**config.mk**
```make
export PLATFORM = sky130hd
export DESIGN_NAME = dsra_host_port
export DESIGN_NICKNAME = d
export VERILOG_FILES = /design/src/design/dsra_host_port.v
export VERILOG_INCLUDE_DIRS = /design/src /design/src/design
export SDC_FILE = /design/constraint.sdc
export NUM_CORES = 1
export LEC_CHECK = 0
export BUFFER_PORTS_ARGS = -buffer_cell sky130_fd_sc_hd__buf_4
export CORE_AREA = 2 2 104 106
export DETAILED_ROUTE_END_ITERATION = 16
export DIE_AREA = 0 0 106 108
export REMOVE_ABC_BUFFERS = 1
export SYNTH_ARGS = -nofsm -noshare
export SYNTH_HDL_FRONTEND = slang
export SYNTH_SLANG_ARGS = --single-unit
```
**constraint.sdc**
```tcl
create_clock -name ref_clk_i -period 2.84 [get_ports ref_clk_i]
set_input_delay 0.142 -clock ref_clk_i [delete_from_list [all_inputs] [get_ports ref_clk_i]]
set_output_delay 0.142 -clock ref_clk_i [all_outputs]
set_load 0.05 [all_outputs]
```
**src/design/dsra_defines.vh**
```
// constants for the dual serial register access front end
// assumes a 100 mhz system clock sampling all serial pins
`ifndef DSRA_DEFINES_VH
`define DSRA_DEFINES_VH
`define DSRA_ADDR_W        10
`define DSRA_BCAST_ADDR    5'h15
`define DSRA_INDEP_PREFIX  3'h4
`define DSRA_RUN_REG_ADDR  10'h000
`define DSRA_BYTE_LAST     3'h7
`define DSRA_BIT_ACK       4'h8
`define DSRA_SPI_DIR_BIT   5
`define DSRA_I2C_DIR_BIT   0
`define DSRA_PIN_RST       7'h3d
`define DSRA_EDGE_RST      4'hd
`define DSRA_BIT_PRE       4'hf
`endif

```
**src/design/dsra_host_port.v**
```verilog
// host register access port: i2c follower or spi follower by strap pin
// assumes pins are asynchronous; register store lives outside this block
//
// Summary of operation
// spi when select pin high, i2c low
// i2c works to fast-plus one megahertz
// start/stop detected while scl high
// bus busy from start to stop
// repeated start restarts address decoding
// ack each received byte on ninth clock
// leader releases sda during ack pulse
// leader nack ends read, follower releases
// bytes are eight bits, msb first
// i2c byte1: chip addr, addr[9:8], dir
// match 100+select pins or broadcast 10101
// i2c byte2 gives register addr low bits
// register address increments after each data byte; a write blocked in standby leaves it unchanged
// four followers distinguished by select pins
// miso driven only during spi read
// select high resets spi state
// spi samples rising, shifts out falling
// spi byte1 is addr bits nine..two
// spi byte2: addr[1:0], dir, don't care
// in standby only run bit reachable, except the first i2c read byte, which is returned ungated
// write stores bytes, read returns register
// broadcast write accepted, broadcast read ignored
`timescale 1ns/1ps
`include "dsra_defines.vh"
module dsra_host_port (
  input  wire        ref_clk_i,
  input  wire        resetn_i,
  input  wire        host_port_select_pin_i,
  input  wire        chip_addr_select_low_pin_i,
  input  wire        chip_addr_select_high_pin_i,
  input  wire        standby_i,
  input  wire        scl_i,
  input  wire        sda_i,
  output reg         sda_o,
  output reg         sda_oe_o,
  input  wire        sclk_i,
  input  wire        ss_n_i,
  input  wire        mosi_i,
  output reg         miso_o,
  output reg         miso_oe_o,
  input  wire [7:0]  reg_rdata_i,
  output reg  [9:0]  reg_addr_o,
  output reg  [7:0]  reg_wdata_o,
  output reg         reg_wr_o,
  output reg         reg_rd_o,
  output reg         bus_busy_o
);
// ==========================================================
// pin synchronisers
// ==========================================================
  reg [6:0] s1_reg;
  reg [6:0] s2_reg;
  reg [3:0] d_reg;
  always @(posedge ref_clk_i or negedge resetn_i) begin
    if (!resetn_i) begin
      // idle pin levels, so no false scl or sclk edge follows reset
      s1_reg <= `DSRA_PIN_RST;
      s2_reg <= `DSRA_PIN_RST;
      d_reg  <= `DSRA_EDGE_RST;
    end else begin
      s1_reg <= {host_port_select_pin_i, chip_addr_select_low_pin_i,
                 chip_addr_select_high_pin_i, scl_i, sda_i, sclk_i, ss_n_i};
      s2_reg <= s1_reg;
      d_reg  <= {s2_reg[3], s2_reg[2], s2_reg[1], s2_reg[0]};
    end
  end
  wire spi_mode = s2_reg[6];
  wire [1:0] sel_pins = {s2_reg[4], s2_reg[5]};
  wire scl = s2_reg[3];
  wire sda = s2_reg[2];
  wire sclk = s2_reg[1];
  wire ss_n = s2_reg[0];
// ==========================================================
// edge detection
// ==========================================================
  // 10 ns sampling vs 500 ns scl high time gives ample margin
  wire scl_rise  = scl & ~d_reg[3];
  wire scl_fall  = ~scl & d_reg[3];
  wire start_det = scl & d_reg[3] & ~sda & d_reg[2];
  wire stop_det  = scl & d_reg[3] & sda & ~d_reg[2];
  wire sclk_rise = sclk & ~d_reg[1];
  wire sclk_fall = ~sclk & d_reg[1];
  // mosi stable around sclk edges; two stages keep it aligned with sclk
  reg mosi1_reg;
  reg mosi2_reg;
  always @(posedge ref_clk_i or negedge resetn_i) begin
    if (!resetn_i) begin
      mosi1_reg <= 1'b0;
      mosi2_reg <= 1'b0;
    end else begin
      mosi1_reg <= mosi_i;
      mosi2_reg <= mosi1_reg;
    end
  end
// ==========================================================
// shared byte engine
// ==========================================================
  localparam ST_IDLE  = 5'b00001;
  localparam ST_ADR1  = 5'b00010;
  localparam ST_ADR2  = 5'b00100;
  localparam ST_WDATA = 5'b01000;
  localparam ST_RDATA = 5'b10000;
  reg [4:0] state_reg;
  reg [3:0] bit_reg;
  reg [7:0] shift_reg;
  reg [7:0] tx_reg;
  reg       bcast_reg;
  reg       rd_dir_reg;
  reg       ack_reg;
  reg       nack_reg;
  wire [4:0] indep_addr = {`DSRA_INDEP_PREFIX, sel_pins};
  wire [7:0] byte_in    = {shift_reg[6:0], spi_mode ? mosi2_reg : sda};
  // standby lets only the run control register through
  wire acc_ok = ~standby_i | (reg_addr_o == `DSRA_RUN_REG_ADDR);
  wire [9:0] addr_inc = reg_addr_o + 10'h001;
  always @(posedge ref_clk_i or negedge resetn_i) begin
    if (!resetn_i) begin
      state_reg   <= ST_IDLE;
      bit_reg     <= 4'h0;
      shift_reg   <= 8'h00;
      tx_reg      <= 8'h00;
      bcast_reg   <= 1'b0;
      rd_dir_reg  <= 1'b0;
      ack_reg     <= 1'b0;
      nack_reg    <= 1'b0;
      reg_addr_o  <= 10'h000;
      reg_wdata_o <= 8'h00;
      reg_wr_o    <= 1'b0;
      reg_rd_o    <= 1'b0;
      bus_busy_o  <= 1'b0;
      sda_o       <= 1'b0;
      sda_oe_o    <= 1'b0;
      miso_o      <= 1'b0;
      miso_oe_o   <= 1'b0;
    end else begin
      reg_wr_o <= 1'b0;
      reg_rd_o <= 1'b0;
      sda_o    <= 1'b0;
      miso_o   <= 1'b0;
      // strobe shows the written address; step only after the store took it
      if (reg_wr_o)
        reg_addr_o <= addr_inc;
      // ==========================================================
      // spi follower
      // ==========================================================
      if (spi_mode) begin
        sda_oe_o   <= 1'b0;
        bus_busy_o <= 1'b0;
        if (ss_n) begin
          state_reg <= ST_ADR1;
          bit_reg   <= 4'h0;
          miso_oe_o <= 1'b0;
        end else begin
          miso_oe_o <= state_reg[4];
          miso_o    <= tx_reg[7];
          if (sclk_fall && state_reg[4] && bit_reg != 4'h0)
            tx_reg <= {tx_reg[6:0], 1'b0};
          if (sclk_rise) begin
            shift_reg <= byte_in;
            bit_reg   <= bit_reg + 4'h1;
            if (bit_reg[2:0] == `DSRA_BYTE_LAST) begin
              bit_reg <= 4'h0;
              case (state_reg)
                ST_ADR1: begin
                  reg_addr_o[9:2] <= byte_in;
                  state_reg <= ST_ADR2;
                end
                ST_ADR2: begin
                  reg_addr_o[1:0] <= byte_in[7:6];
                  if (byte_in[`DSRA_SPI_DIR_BIT]) begin
                    state_reg <= ST_WDATA;
                  end else begin
                    state_reg <= ST_RDATA;
                    // low address bits land this edge; the next fall reloads
                    tx_reg    <= reg_rdata_i;
                    reg_rd_o  <= 1'b1;
                  end
                end
                ST_WDATA: begin
                  reg_wdata_o <= byte_in;
                  reg_wr_o    <= acc_ok;
                end
                ST_RDATA: begin
                  reg_addr_o <= addr_inc;
                  state_reg  <= ST_RDATA;
                end
                default: state_reg <= ST_IDLE;
              endcase
            end
          end
          // reload next read byte once address stepped, on the next fall
          if (state_reg[4] && bit_reg == 4'h0 && sclk_fall) begin
            tx_reg   <= acc_ok ? reg_rdata_i : 8'h00;
            reg_rd_o <= 1'b1;
          end
        end
      end else begin
        // ==========================================================
        // i2c follower
        // ==========================================================
        miso_oe_o <= 1'b0;
        if (start_det) begin
          state_reg  <= ST_ADR1;
          bit_reg    <= `DSRA_BIT_PRE;
          bus_busy_o <= 1'b1;
          sda_oe_o   <= 1'b0;
          ack_reg    <= 1'b0;
        end else if (stop_det) begin
          // stop frees the bus even in mid-byte
          state_reg  <= ST_IDLE;
          bus_busy_o <= 1'b0;
          sda_oe_o   <= 1'b0;
        end else if (state_reg != ST_IDLE) begin
          if (scl_rise) begin
            if (bit_reg == `DSRA_BIT_ACK) begin
              nack_reg <= sda;
            end else begin
              shift_reg <= byte_in;
            end
          end
          if (scl_fall) begin
            bit_reg <= bit_reg + 4'h1;
            if (bit_reg == `DSRA_BIT_PRE) begin
              // scl fall that closes the start is not a data bit
              bit_reg <= 4'h0;
            end else if (bit_reg[2:0] == `DSRA_BYTE_LAST && bit_reg != `DSRA_BIT_ACK) begin
              ack_reg  <= 1'b0;
              sda_oe_o <= 1'b0;
              case (state_reg)
                ST_ADR1: begin
                  rd_dir_reg <= shift_reg[`DSRA_I2C_DIR_BIT];
                  reg_addr_o[9:8] <= shift_reg[2:1];
                  bcast_reg <= (shift_reg[7:3] == `DSRA_BCAST_ADDR);
                  if (shift_reg[7:3] == indep_addr) begin
                    ack_reg  <= 1'b1;
                    sda_oe_o <= 1'b1;
                  end else if (shift_reg[7:3] == `DSRA_BCAST_ADDR &&
                               !shift_reg[`DSRA_I2C_DIR_BIT]) begin
                    ack_reg  <= 1'b1;
                    sda_oe_o <= 1'b1;
                  end else begin
                    // no match: stay off the bus until the next start
                    state_reg <= ST_IDLE;
                  end
                end
                ST_ADR2: begin
                  reg_addr_o[7:0] <= shift_reg;
                  ack_reg  <= 1'b1;
                  sda_oe_o <= 1'b1;
                end
                ST_WDATA: begin
                  reg_wdata_o <= shift_reg;
                  reg_wr_o    <= acc_ok;
                  ack_reg  <= 1'b1;
                  sda_oe_o <= 1'b1;
                end
                default: begin
                  reg_addr_o <= addr_inc;
                end
              endcase
            end else if (bit_reg == `DSRA_BIT_ACK) begin
              // ack pulse over: leader has released sda
              bit_reg  <= 4'h0;
              ack_reg  <= 1'b0;
              sda_oe_o <= 1'b0;
              case (state_reg)
                ST_ADR1: begin
                  if (rd_dir_reg && !bcast_reg) begin
                    state_reg <= ST_RDATA;
                    tx_reg    <= reg_rdata_i;
                    reg_rd_o  <= 1'b1;
                    sda_oe_o  <= ~reg_rdata_i[7];
                  end else begin
                    state_reg <= ST_ADR2;
                  end
                end
                ST_ADR2: state_reg <= ST_WDATA;
                ST_RDATA: begin
                  if (nack_reg) begin
                    state_reg <= ST_IDLE;
                  end else begin
                    tx_reg   <= acc_ok ? reg_rdata_i : 8'h00;
                    reg_rd_o <= 1'b1;
                    sda_oe_o <= acc_ok ? ~reg_rdata_i[7] : 1'b1;
                  end
                end
                default: state_reg <= state_reg;
              endcase
            end else if (state_reg[4]) begin
              tx_reg   <= {tx_reg[6:0], 1'b0};
              sda_oe_o <= ~tx_reg[6];
            end
          end
        end
      end
    end
  end
endmodule // dsra_host_port

```
-- Word level (Yosys, flattened, before mapping)
Index checks and enable logic that the tools add are counted.
- input bits: 19
- register bits: 72
- equal/unequal tests: 31
- add/subtract/negate cells: 2
- reductions and logical operators: 35
- muxes and demuxes: 137
- bitwise operators: 23
- operators with widths (kind ; count):
    two-way mux 8 bit ; 39
    two-way mux 10 bit ; 11
    two-way mux 5 bit ; 17
    two-way mux 1 bit ; 49
    one-hot mux 8 bit (2 select lines) ; 3
    two-way mux 4 bit ; 11
    one-hot mux 5 bit (4 select lines) ; 1
    inequality test 4 bit, second input constant ; 4
    one-hot mux 5 bit (3 select lines) ; 1
    NOT 1 bit ; 13
    inequality test 2 bit, second input constant ; 6
    AND reduction 12 bit ; 1
    nonzero test 3 bit ; 4
    nonzero test 4 bit ; 3
    nonzero test 6 bit ; 2
    AND reduction 11 bit ; 1
    adder 10 x 1 -> 10 bit, second input constant ; 1
    == test 5 bit, second input constant ; 2
    logical NOT 10 bit ; 1
    inequality test 5 bit, second input constant ; 2
    AND reduction 10 bit ; 1
    bitwise AND 1 bit ; 9
    == test 4 bit, second input constant ; 2
    one-hot mux 2 bit (2 select lines) ; 2
    other kinds (25) ; 42

-- Longest topological paths before layout
Gate-level depths: netlist of the first run.
- depth in word-level cells: 13
- depth in mapped cells: 9

-- Worst setup path after synthesis of the first run
OpenSTA, ideal clock, no wires.
- path type: register to register
- start point: register reg_addr_o[0]
- end point: register tx_reg[7]
- setup time: 0.121 ns
- path buffers: 1
- data required time: 2.719 ns
- stages on the path, launching flop included: 9
- clock period less this slack: 2.354 ns
- arrival time: 2.233 ns
- slack: 0.486 ns
- path through: dfrtp_1 > clkbuf_1 > inv_1 > ha_1 > nor4b_1 > a31oi_1 > mux2i_1 > a221o_1 > a22o_1
- cells in the longest elaborated chain, start to end: 13
- elaborated cells between the ends (all ways): 15
- those cells by class: 13 x mux; 1 x bitwise; 1 x reduce/logical
- RTL lines (element ; RTL line ; source):
    from (decl) ; dsra_host_port.v:46 ; output reg [9:0] reg_addr_o,
    from (signal assigned) ; dsra_host_port.v:146 ; reg_addr_o <= addr_inc;
    from (signal assigned) ; dsra_host_port.v:173 ; reg_addr_o[1:0] <= byte_in[7:6];
    from (signal assigned) ; dsra_host_port.v:188 ; reg_addr_o <= addr_inc;
    logical NOT 10 bit (no source line) * ; n/a ;
    bitwise OR 1 bit * ; dsra_host_port.v:118 ; wire acc_ok = ~standby_i | (reg_addr_o == `DSRA_RUN_REG_ADDR);
    two-way mux 8 bit * ; dsra_host_port.v:197, dsra_host_port.v:286 ;
    two-way mux 8 bit ; dsra_host_port.v:283 ; if (nack_reg) begin
    one-hot mux 8 bit (2 select lines) ; dsra_host_port.v:270 ; case (state_reg)
    two-way mux 8 bit ; dsra_host_port.v:265 ; end else if (bit_reg == `DSRA_BIT_ACK) begin
    two-way mux 8 bit ; dsra_host_port.v:230 ; end else if (bit_reg[2:0] == `DSRA_BYTE_LAST && bit_reg != `DSRA_BIT_ACK) begin
    two-way mux 8 bit ; dsra_host_port.v:227 ; if (bit_reg == `DSRA_BIT_PRE) begin
    two-way mux 8 bit ; dsra_host_port.v:225 ; if (scl_fall) begin
    two-way mux 8 bit ; dsra_host_port.v:217 ; end else if (state_reg != ST_IDLE) begin
    two-way mux 8 bit ; dsra_host_port.v:212 ; end else if (stop_det) begin
    two-way mux 8 bit ; dsra_host_port.v:206 ; if (start_det) begin
    two-way mux 8 bit * ; dsra_host_port.v:150 ; if (spi_mode) begin
    to (signal assigned) ; dsra_host_port.v:161 ; tx_reg <= {tx_reg[6:0], 1'b0};
    to (signal assigned) ; dsra_host_port.v:179 ; tx_reg <= reg_rdata_i;
    to (signal assigned) ; dsra_host_port.v:197 ; tx_reg <= acc_ok ? reg_rdata_i : 8'h00;
    to (decl) ; dsra_host_port.v:110 ; reg [7:0] tx_reg;
Every way passes the cells marked *; elsewhere a longest branch is shown, timed or not. The select of a mux whose other input is x is not followed.
A chain may end at the register's enable or synchronous reset.

-- Worst setup path in the final report of the first run
- start point: register bit_reg[0]
- end point: register tx_reg[1]
- cells in the longest elaborated chain, start to end: 10
- elaborated cells between the ends (all ways): 32
- those cells by class: 9 x eq/ne; 15 x mux; 8 x reduce/logical
- RTL lines (element ; RTL line ; source):
    from (decl) ; dsra_host_port.v:108 ; reg [3:0] bit_reg;
    from (signal assigned) ; dsra_host_port.v:164 ; bit_reg <= bit_reg + 4'h1;
    from (signal assigned) ; dsra_host_port.v:208 ; bit_reg <= `DSRA_BIT_PRE;
    from (signal assigned) ; dsra_host_port.v:226 ; bit_reg <= bit_reg + 4'h1;
    nonzero test 4 bit ; dsra_host_port.v:160 ; if (sclk_fall && state_reg[4] && bit_reg != 4'h0)
    logical AND 1 bit ; dsra_host_port.v:160 ;
    two-way mux 8 bit ; dsra_host_port.v:160 ;
    two-way mux 8 bit ; dsra_host_port.v:174 ; if (byte_in[`DSRA_SPI_DIR_BIT]) begin
    two-way mux 8 bit ; dsra_host_port.v:167 ; case (state_reg)
    two-way mux 8 bit ; dsra_host_port.v:165 ; if (bit_reg[2:0] == `DSRA_BYTE_LAST) begin
    two-way mux 8 bit ; dsra_host_port.v:162 ; if (sclk_rise) begin
    two-way mux 8 bit ; dsra_host_port.v:196 ; if (state_reg[4] && bit_reg == 4'h0 && sclk_fall) begin
    two-way mux 8 bit ; dsra_host_port.v:153 ; if (ss_n) begin
    two-way mux 8 bit ; dsra_host_port.v:150 ;
Parallel ways exist; a longest one is shown, timed or not. The select of a mux whose other input is x is not followed.

==> summary.md, run 1 <==
| Metric | Value |
|---|---|
| Outcome | `complete, no violations` |
| Aggregate global routing overflow | `0` |
| Most common cell after layout, fill and taps aside | `sky130_fd_sc_hd__dfrtp_1` |
| Clock tree from TritonCTS | `built` |
| Setup violators final | `0` |
| Number of register bits inferred by synthesis | `71` |
| ANT cells | `0` |
| Share of layout cells above drive strength 1 | `21.33%` |
| Number of nets with antenna violations after detailed routing | `0` |
| Area of the core | `10230 µm²` |
| Area added between synthesis and finish | `17.39%` |
| Total number of clock tree sinks | `71` |
| Count of unresolved DRC violations after routing | `0` |
| Cell with the largest stage delay on the worst path | `sky130_fd_sc_hd__nor4bb_1` |
| Setup crit start kind | `flip-flop` |
| Origin of the worst setup path | `bit_reg[0]$_DFFE_PN0P_` |
| Maximum achievable frequency | `0.3867 GHz` |
| Yosys warnings | `0` |
| Top register by number of flip-flops | `reg_addr_o` |
| Number of synthesized flops with an enable pin | `0` |
| Die Footprint | `11450 µm²` |
| Reg-to-Reg End | `tx_reg[1]$_DFFE_PN0P_` |
| Commonest cells after routing, fill and taps aside | `sky130_fd_sc_hd__dfrtp_1 (58), sky130_fd_sc_hd__buf_4 (56), sky130_fd_sc_hd__nand2_1 (48)` |
| R2R depth | `8` |
| Synthesized instance count | `429` |
| Switching part of the total power | `45.19%` |
| Final Net Count | `502` |
| Tightest Pin Transition | `0.8779 ns` |
| Average cell area after synthesis | `9.511 µm²` |
| Post-DP HPWL | `7322 µm` |
| Number of top-level pins | `44` |
| Source-to-sink clock delay at the later pin of the worst-skew pair | `0.36 ns` |
| Largest delay contributor family on the critical path | `simple AND/OR/NAND/NOR gates` |
| Max Root-Sink Buffers | `2` |
| Flip-flop count of the largest register after layout | `10` |
| Tcrit/Tclk final | `91.06%` |
| Sequential share of power | `38.9%` |
| Storage element area | `1793 µm²` |
| First-pass GRT wire length | `17280 µm` |
| Starting density of the core | `39.88%` |
| Relative contribution of combinational cells to total power | `43.8%` |
| First DRT Iteration DRCs | `328` |
| Sw power | `1.882 mW` |
| Buffers and inverters on the worst path | `0` |
| Last weighted congestion value of the routability-driven placer | `0.8966` |
| Wirelength per Cell | `17.12 µm` |
| Setup CP Type | `reg -> reg` |
| Leading register cell type out of synthesis | `sky130_fd_sc_hd__dfrtp_1` |
| Data required time at the worst endpoint | `3.12 ns` |
| Die H | `108 µm` |
| Setup TNS Final | `0 ns` |
| Total Routed Length | `10600 µm` |
| Buffer count from post-CTS setup fixing | `0` |
| Hold Fails Final Rpt | `0` |
| Dpl cells | `594` |
| Via density | `5.640` |
| RR Startpoint | `bit_reg[0]$_DFFE_PN0P_` |
| DR vias | `3491` |
| Overall track demand over capacity in global routing | `19.22%` |
| Pin count of the biggest net entering global routing | `72` |
| Highest fanout seen on the critical path | `9` |
| CP peak stage delay | `0.47 ns` |
| Clock slew seen by the registers of the worst setup and hold paths | `0.08 ns` |
| Number of inserted filler cells in the final layout | `940` |
| Leakage component of the power | `2.014 nW` |
| Setup repair after global routing missed its margin | `no` |
| Cell area after synthesis | `4080 µm²` |
| Cell Int Power | `2.282 mW` |
| P per Cell Area | `869.4 nW/µm²` |
| 1st-pass router iterations | `5` |
| Worst-case register-to-register setup slack | `0.25 ns` |
| Max-slew violation count | `0` |
| Vias in the first global route | `3350` |
| Worst clock skew | `0.01314 ns` |
| Number of antenna violations at the first check in global routing | `0` |
| Max-cap viol count | `0` |
| Synth cell types | `60` |
| Hold path startpoint | `reg_rdata_i[0]` |
| Combined area of the multi-input logic cells | `2108 µm²` |
| CP Capture Point | `tx_reg[1]$_DFFE_PN0P_` |
| CTS H-Tree Depth | `3` |
| Data arrival, critical path | `2.87 ns` |
| Number of CTS-inserted buffers | `9` |
| Number of standard cells in the layout, taps in and fillers out | `619` |
| Class of the tightest hold or removal check | `in -> reg` |
| Worst path most repeated cell | `sky130_fd_sc_hd__ha_1` |
| Stages on worst setup path | `8` |
| Standard-cell rows | `37` |
| Sequential element share of the synthesized area | `43.94%` |
| Gates resized, CTS repair | `0` |
| Clock Root Buffer | `sky130_fd_sc_hd__clkbuf_8` |
| Port bufs | `42` |
| Cell-by-cell listing of the critical path | `ha_1, ha_1, nor4bb_1, nand4_1, mux2i_1, a22o_1, a22oi_1, o2bb2ai_1` |
| Post-synth ARST share | `100.0%` |
| Chip Width | `106 µm` |
| Tmin final | `2.586 ns` |
| Slew HR | `41.48%` |
| Crit path capture type | `flip-flop` |
| Worst-case vdd ir drop | `0.3302 mV` |
| Clock Power Share | `17.4%` |
worst min-delay path by stage:
stage                     slack, ns  depth (start not counted)                     to
after CTS                      0.02                          3  tx_reg[0]$_DFFE_PN0P_
after floorplan               -0.15                          0  bcast_reg$_DFFE_PN0P_
final                          0.03                          3  tx_reg[0]$_DFFE_PN0P_
after detailed placement       0.25                          1    s1_reg[4]$_DFF_PN1_
after global placement         0.25                          1    s1_reg[4]$_DFF_PN1_
after global routing           0.03                          3  tx_reg[0]$_DFFE_PN0P_
stage by stage:
step | setup slack (ns) | util, % | hold WS [ns] | power (mW) | instance area, µm²
floorplan | 0.1403 | - | -0.1536 | 2.842 | 3943
global placement | 0.4265 | 44.31 | 0.2500 | 3.386 | 4533
detailed placement | 0.3435 | 44.31 | 0.2515 | 3.411 | 4533
CTS | 0.2910 | 46.81 | 0.02204 | 4.154 | 4790
global route | 0.08494 | 46.81 | 0.03079 | 4.442 | 4790
finish | 0.2538 | 46.81 | 0.03140 | 4.164 | 4790
cell families (layout without fill, tap and decap cells):
| group | count (synthesis) | after routing | share of synthesized area (%) |
|---|---|---|---|
| flops | 71 | 71 | 43.94 |
| xor+xnor | 23 | 23 | 4.937 |
| compound gates | 126 | 126 | 21.83 |
| simple gates | 142 | 142 | 17.05 |
| buf+inv | 38 | 92 | 4.385 |
| fa+ha+maj | 5 | 5 | 1.533 |
| mux | 23 | 23 | 6.225 |
| other cells | 1 | 1 | 0.09191 |
worst register-to-register path, cell delays in order, from the launching register on:
cell and delay [ns]:
sky130_fd_sc_hd__dfrtp_1 0.39, sky130_fd_sc_hd__ha_1 0.20, sky130_fd_sc_hd__ha_1 0.33, sky130_fd_sc_hd__nor4bb_1 0.47, sky130_fd_sc_hd__nand4_1 0.26, sky130_fd_sc_hd__mux2i_1 0.26
sky130_fd_sc_hd__a22o_1 0.31, sky130_fd_sc_hd__a22oi_1 0.12, sky130_fd_sc_hd__o2bb2ai_1 0.17
layout make-up:
| class | count | area share [%] |
|---|---|---|
| multi-input cells | 320 | 44.02 |
| well taps | 136 | 3.553 |
| inverters | 11 | 0.8621 |
| clock inverters | 5 | 0.7315 |
| clock buffers | 11 | 2.743 |
| repair buffers | 65 | 10.66 |
| flip-flops and latches | 71 | 37.43 |
synthesized netlist by cell type (all sizes together) (5+ instances only):
library cell  instances  area, µm²
nor2                 35      133.9
and3                  5      31.28
o2bb2ai               8      70.07
buf                  11      77.56
nor2b                 5      31.28
xor2                 14      122.6
mux2i                13      130.1
mux2                 10      123.9
a22oi                11      82.58
clkbuf               16      60.06
nand4                 5      31.28
xnor2                 9      78.83
o21ai                40      200.2
dfrtp                58       1451
a31oi                 5      31.28
nand3                16      80.08
a221oi               13      113.9
inv                  11      41.29
a21oi                16      91.34
ha                    5      62.56
nand2                48      180.2
o211ai                5      51.30
nor3                  7      46.30
dfstp                13      341.6
o22ai                 6      37.54
timing repair:
item                                    CTS  global route
endpoints found under the setup margin    0             0
endpoints found under the hold margin    66             0
hold buffers                              9             0
metal layers:
metal,vias up,GRT usage [%],wire (µm)
met4,0,6.861,164
met5,-,0,0
met3,14,3.436,712
met1,1654,28.10,5085
met2,143,28.62,4635
li1,1680,-,-
power groups by stage:
stage	Combinational (mW)	Sequential, mW	Clock (mW)
floorplan	1.08	1.76	0
global placement	1.77	1.61	0
detailed placement	1.79	1.62	0
CTS	1.81	1.61	0.738
global route	2.00	1.67	0.779
finish	1.82	1.62	0.723
Note: power is estimated with default switching activity, not from simulation.
==> inputs of run 2 (changes only) <==
Settings changed: BUFFER_PORTS_ARGS -buffer_cell sky130_fd_sc_hd__buf_4 to unset, DONT_BUFFER_PORTS set to 1.
==> run 2 against run 1 <==
  * Final area down 3.4%
  * Combinational power about the same
  * Critical path depth unchanged
  * Non-clock buffer count down 30
  * Register-to-register slack worse by 0.04 ns
  * First-iteration DRC count down 14%
  * Worst hold slack worse by 0.015 ns
  * Global-route usage up 0.32 points
  * Final cell count down 5.0%
  * Critical endpoint is now tx_reg[5]$_DFFE_PN0P_
  * Largest power group unchanged
  * Highest routed layer unchanged
==> summary.md, run 2 (synthesis results as in run 1) <==
| Metric | Value |
|---|---|
| Wirelength per Cell | `17.80 µm` |
| Source-to-sink clock delay at the later pin of the worst-skew pair | `0.35 ns` |
| Count of unresolved DRC violations after routing | `0` |
| Die Footprint | `11450 µm²` |
| Final Cell Area | `4624 µm²` |
| Switching part of the total power | `44.16%` |
| Share of layout cells above drive strength 1 | `15.49%` |
| Maximum achievable frequency | `0.3808 GHz` |
| Number of nets with antenna violations after detailed routing | `0` |
| Cell-by-cell listing of the critical path | `ha_1, ha_1, nor4bb_1, nand4_1, mux2i_1, a22o_1, a22oi_1, o2bb2ai_1` |
| Starting density of the core | `39.88%` |
| Dpl cells | `559` |
| Sw power | `1.862 mW` |
| Vias in the first global route | `3294` |
| Crit path capture type | `flip-flop` |
| Max Root-Sink Buffers | `2` |
| Outcome | `complete, no violations` |
| First DRT Iteration DRCs | `281` |
| Final Net Count | `472` |
| Data required time at the worst endpoint | `3.11 ns` |
| Max-slew violation count | `0` |
| Total number of clock tree sinks | `71` |
| Class of the tightest hold or removal check | `in -> reg` |
| Leakage component of the power | `1.878 nW` |
| Cell area after placement | `4270 µm²` |
| Highest fanout seen on the critical path | `9` |
| 1st-pass router iterations | `5` |
| Tmin final | `2.626 ns` |
| Die H | `108 µm` |
| P per Cell Area | `911.9 nW/µm²` |
| Data arrival, critical path | `2.89 ns` |
| Tightest Pin Transition | `0.7300 ns` |
| Relative contribution of combinational cells to total power | `42.4%` |
| Flip-flop count of the largest register after layout | `10` |
| Setup crit start kind | `flip-flop` |
| Clock slew seen by the registers of the worst setup and hold paths | `0.07 ns` |
| Post-DP HPWL | `7200 µm` |
| Number of standard cells in the layout, taps in and fillers out | `588` |
| Sequential share of power | `38.2%` |
| Top register by number of flip-flops | `reg_addr_o` |
| Cell Int Power | `2.355 mW` |
| Tcrit/Tclk final | `92.46%` |
| ANT cells | `0` |
| Overall track demand over capacity in global routing | `19.54%` |
| Commonest cells after routing, fill and taps aside | `sky130_fd_sc_hd__dfrtp_1 (58), sky130_fd_sc_hd__nand2_1 (48), sky130_fd_sc_hd__o21ai_0 (39)` |
| Clock Power Share | `19.4%` |
| Last weighted congestion value of the routability-driven placer | `0.9469` |
| Setup repair after global routing missed its margin | `no` |
| DR vias | `3425` |
| Clock tree from TritonCTS | `built` |
| Setup violators final | `0` |
| Most common cell after layout, fill and taps aside | `sky130_fd_sc_hd__dfrtp_1` |
| Port bufs | `0` |
| Max-cap viol count | `0` |
| Via density | `5.825` |
| Buffer count from post-CTS setup fixing | `0` |
| Cell with the largest stage delay on the worst path | `sky130_fd_sc_hd__nor4bb_1` |
| Slew HR | `51.11%` |
| Standard-cell rows | `37` |
| Area of the core | `10230 µm²` |
| Worst path most repeated cell | `sky130_fd_sc_hd__ha_1` |
| Area added between synthesis and finish | `13.34%` |
| Number of CTS-inserted buffers | `9` |
| CP peak stage delay | `0.46 ns` |
| First-pass GRT wire length | `17420 µm` |
| Pin count of the biggest net entering global routing | `72` |
| Post-layout utilization of the core | `45.20%` |
| Worst-case vdd ir drop | `0.2974 mV` |
| Number of top-level pins | `44` |
| CTS H-Tree Depth | `3` |
| Setup CP Type | `reg -> reg` |
| Hold Fails Final Rpt | `0` |
| Total Routed Length | `10470 µm` |
| Worst clock skew | `0.009196 ns` |
| Aggregate global routing overflow | `0` |
| Number of antenna violations at the first check in global routing | `0` |
| Chip Width | `106 µm` |
| Clock Root Buffer | `sky130_fd_sc_hd__clkbuf_8` |
| Setup TNS Final | `0 ns` |
run 2: worst max-delay path: cells and delay by family, from the launching register on:
family	cells	cell delay (ns)
and+or+nand+nor	2	0.72
AOI/OAI and AO/OA	3	0.63
adders and majority gates	2	0.52
DFF	1	0.40
muxes	1	0.28
run 2: final cells by class:
cell class                 count  area (µm²)
timing repair buffer          35       315.3
multi-input combinational    320        2108
sequential                    71        1793
clock inverter                 5       58.81
inverter                      11       41.29
tap                          136       170.2
fill                         966        5607
clock buffer                  10       137.6
run 2: layer usage:
layer	routed length (µm)	track usage (%)	up-vias
li1	-	-	1610
met1	4658	26.67	1650
met2	4679	29.72	150
met3	968	6.329	15
met4	161	5.921	0
met5	0	0	-
run 2: final timing paths:
check,start,to,slack (ns),cells past startpoint
worst min register to register,s1_reg[1]$_DFF_PN0_,s2_reg[1]$_DFF_PN0_,0.35,0
worst min-delay path,reg_rdata_i[4],tx_reg[4]$_DFFE_PN0P_,0.02,2
min in group asynchronous,resetn_i,reg_addr_o[0]$_DFF_PN0_,0.32,2
worst max-delay path,bit_reg[0]$_DFFE_PN0P_,tx_reg[5]$_DFFE_PN0P_,0.21,8
worst max register to register,bit_reg[0]$_DFFE_PN0P_,tx_reg[5]$_DFFE_PN0P_,0.21,8
max in group asynchronous,resetn_i,d_reg[2]$_DFF_PN1_,2.19,2
run 2: per-stage QoR:
stage / power (mW) / worst slack (ns) / hold WS, ns
after global routing: 4.521 / 0.0002245 / 0.01961
after floorplan: 2.842 / 0.1403 / -0.1536
after detailed placement: 3.342 / 0.3096 / -0.1523
final: 4.217 / 0.2142 / 0.01683
after global placement: 3.321 / 0.4719 / -0.1513
after CTS: 4.213 / 0.2790 / 0.004241
run 2: repair_timing:
action                                  in CTS  in global routing
endpoints found under the setup margin       0                  0
hold buffers                                14                  0
resized for setup                            0                  0
hold endpoints to repair                    83                  0
run 2: power by group through the flow:
stage	clock network [mW]	logic [mW]	registers (mW)
6_report	0.819	1.79	1.61
2_1_floorplan	0	1.08	1.76
4_1_cts	0.841	1.77	1.60
3_5_place_dp	0	1.72	1.62
5_1_grt	0.887	1.98	1.66
3_3_place_gp	0	1.71	1.61
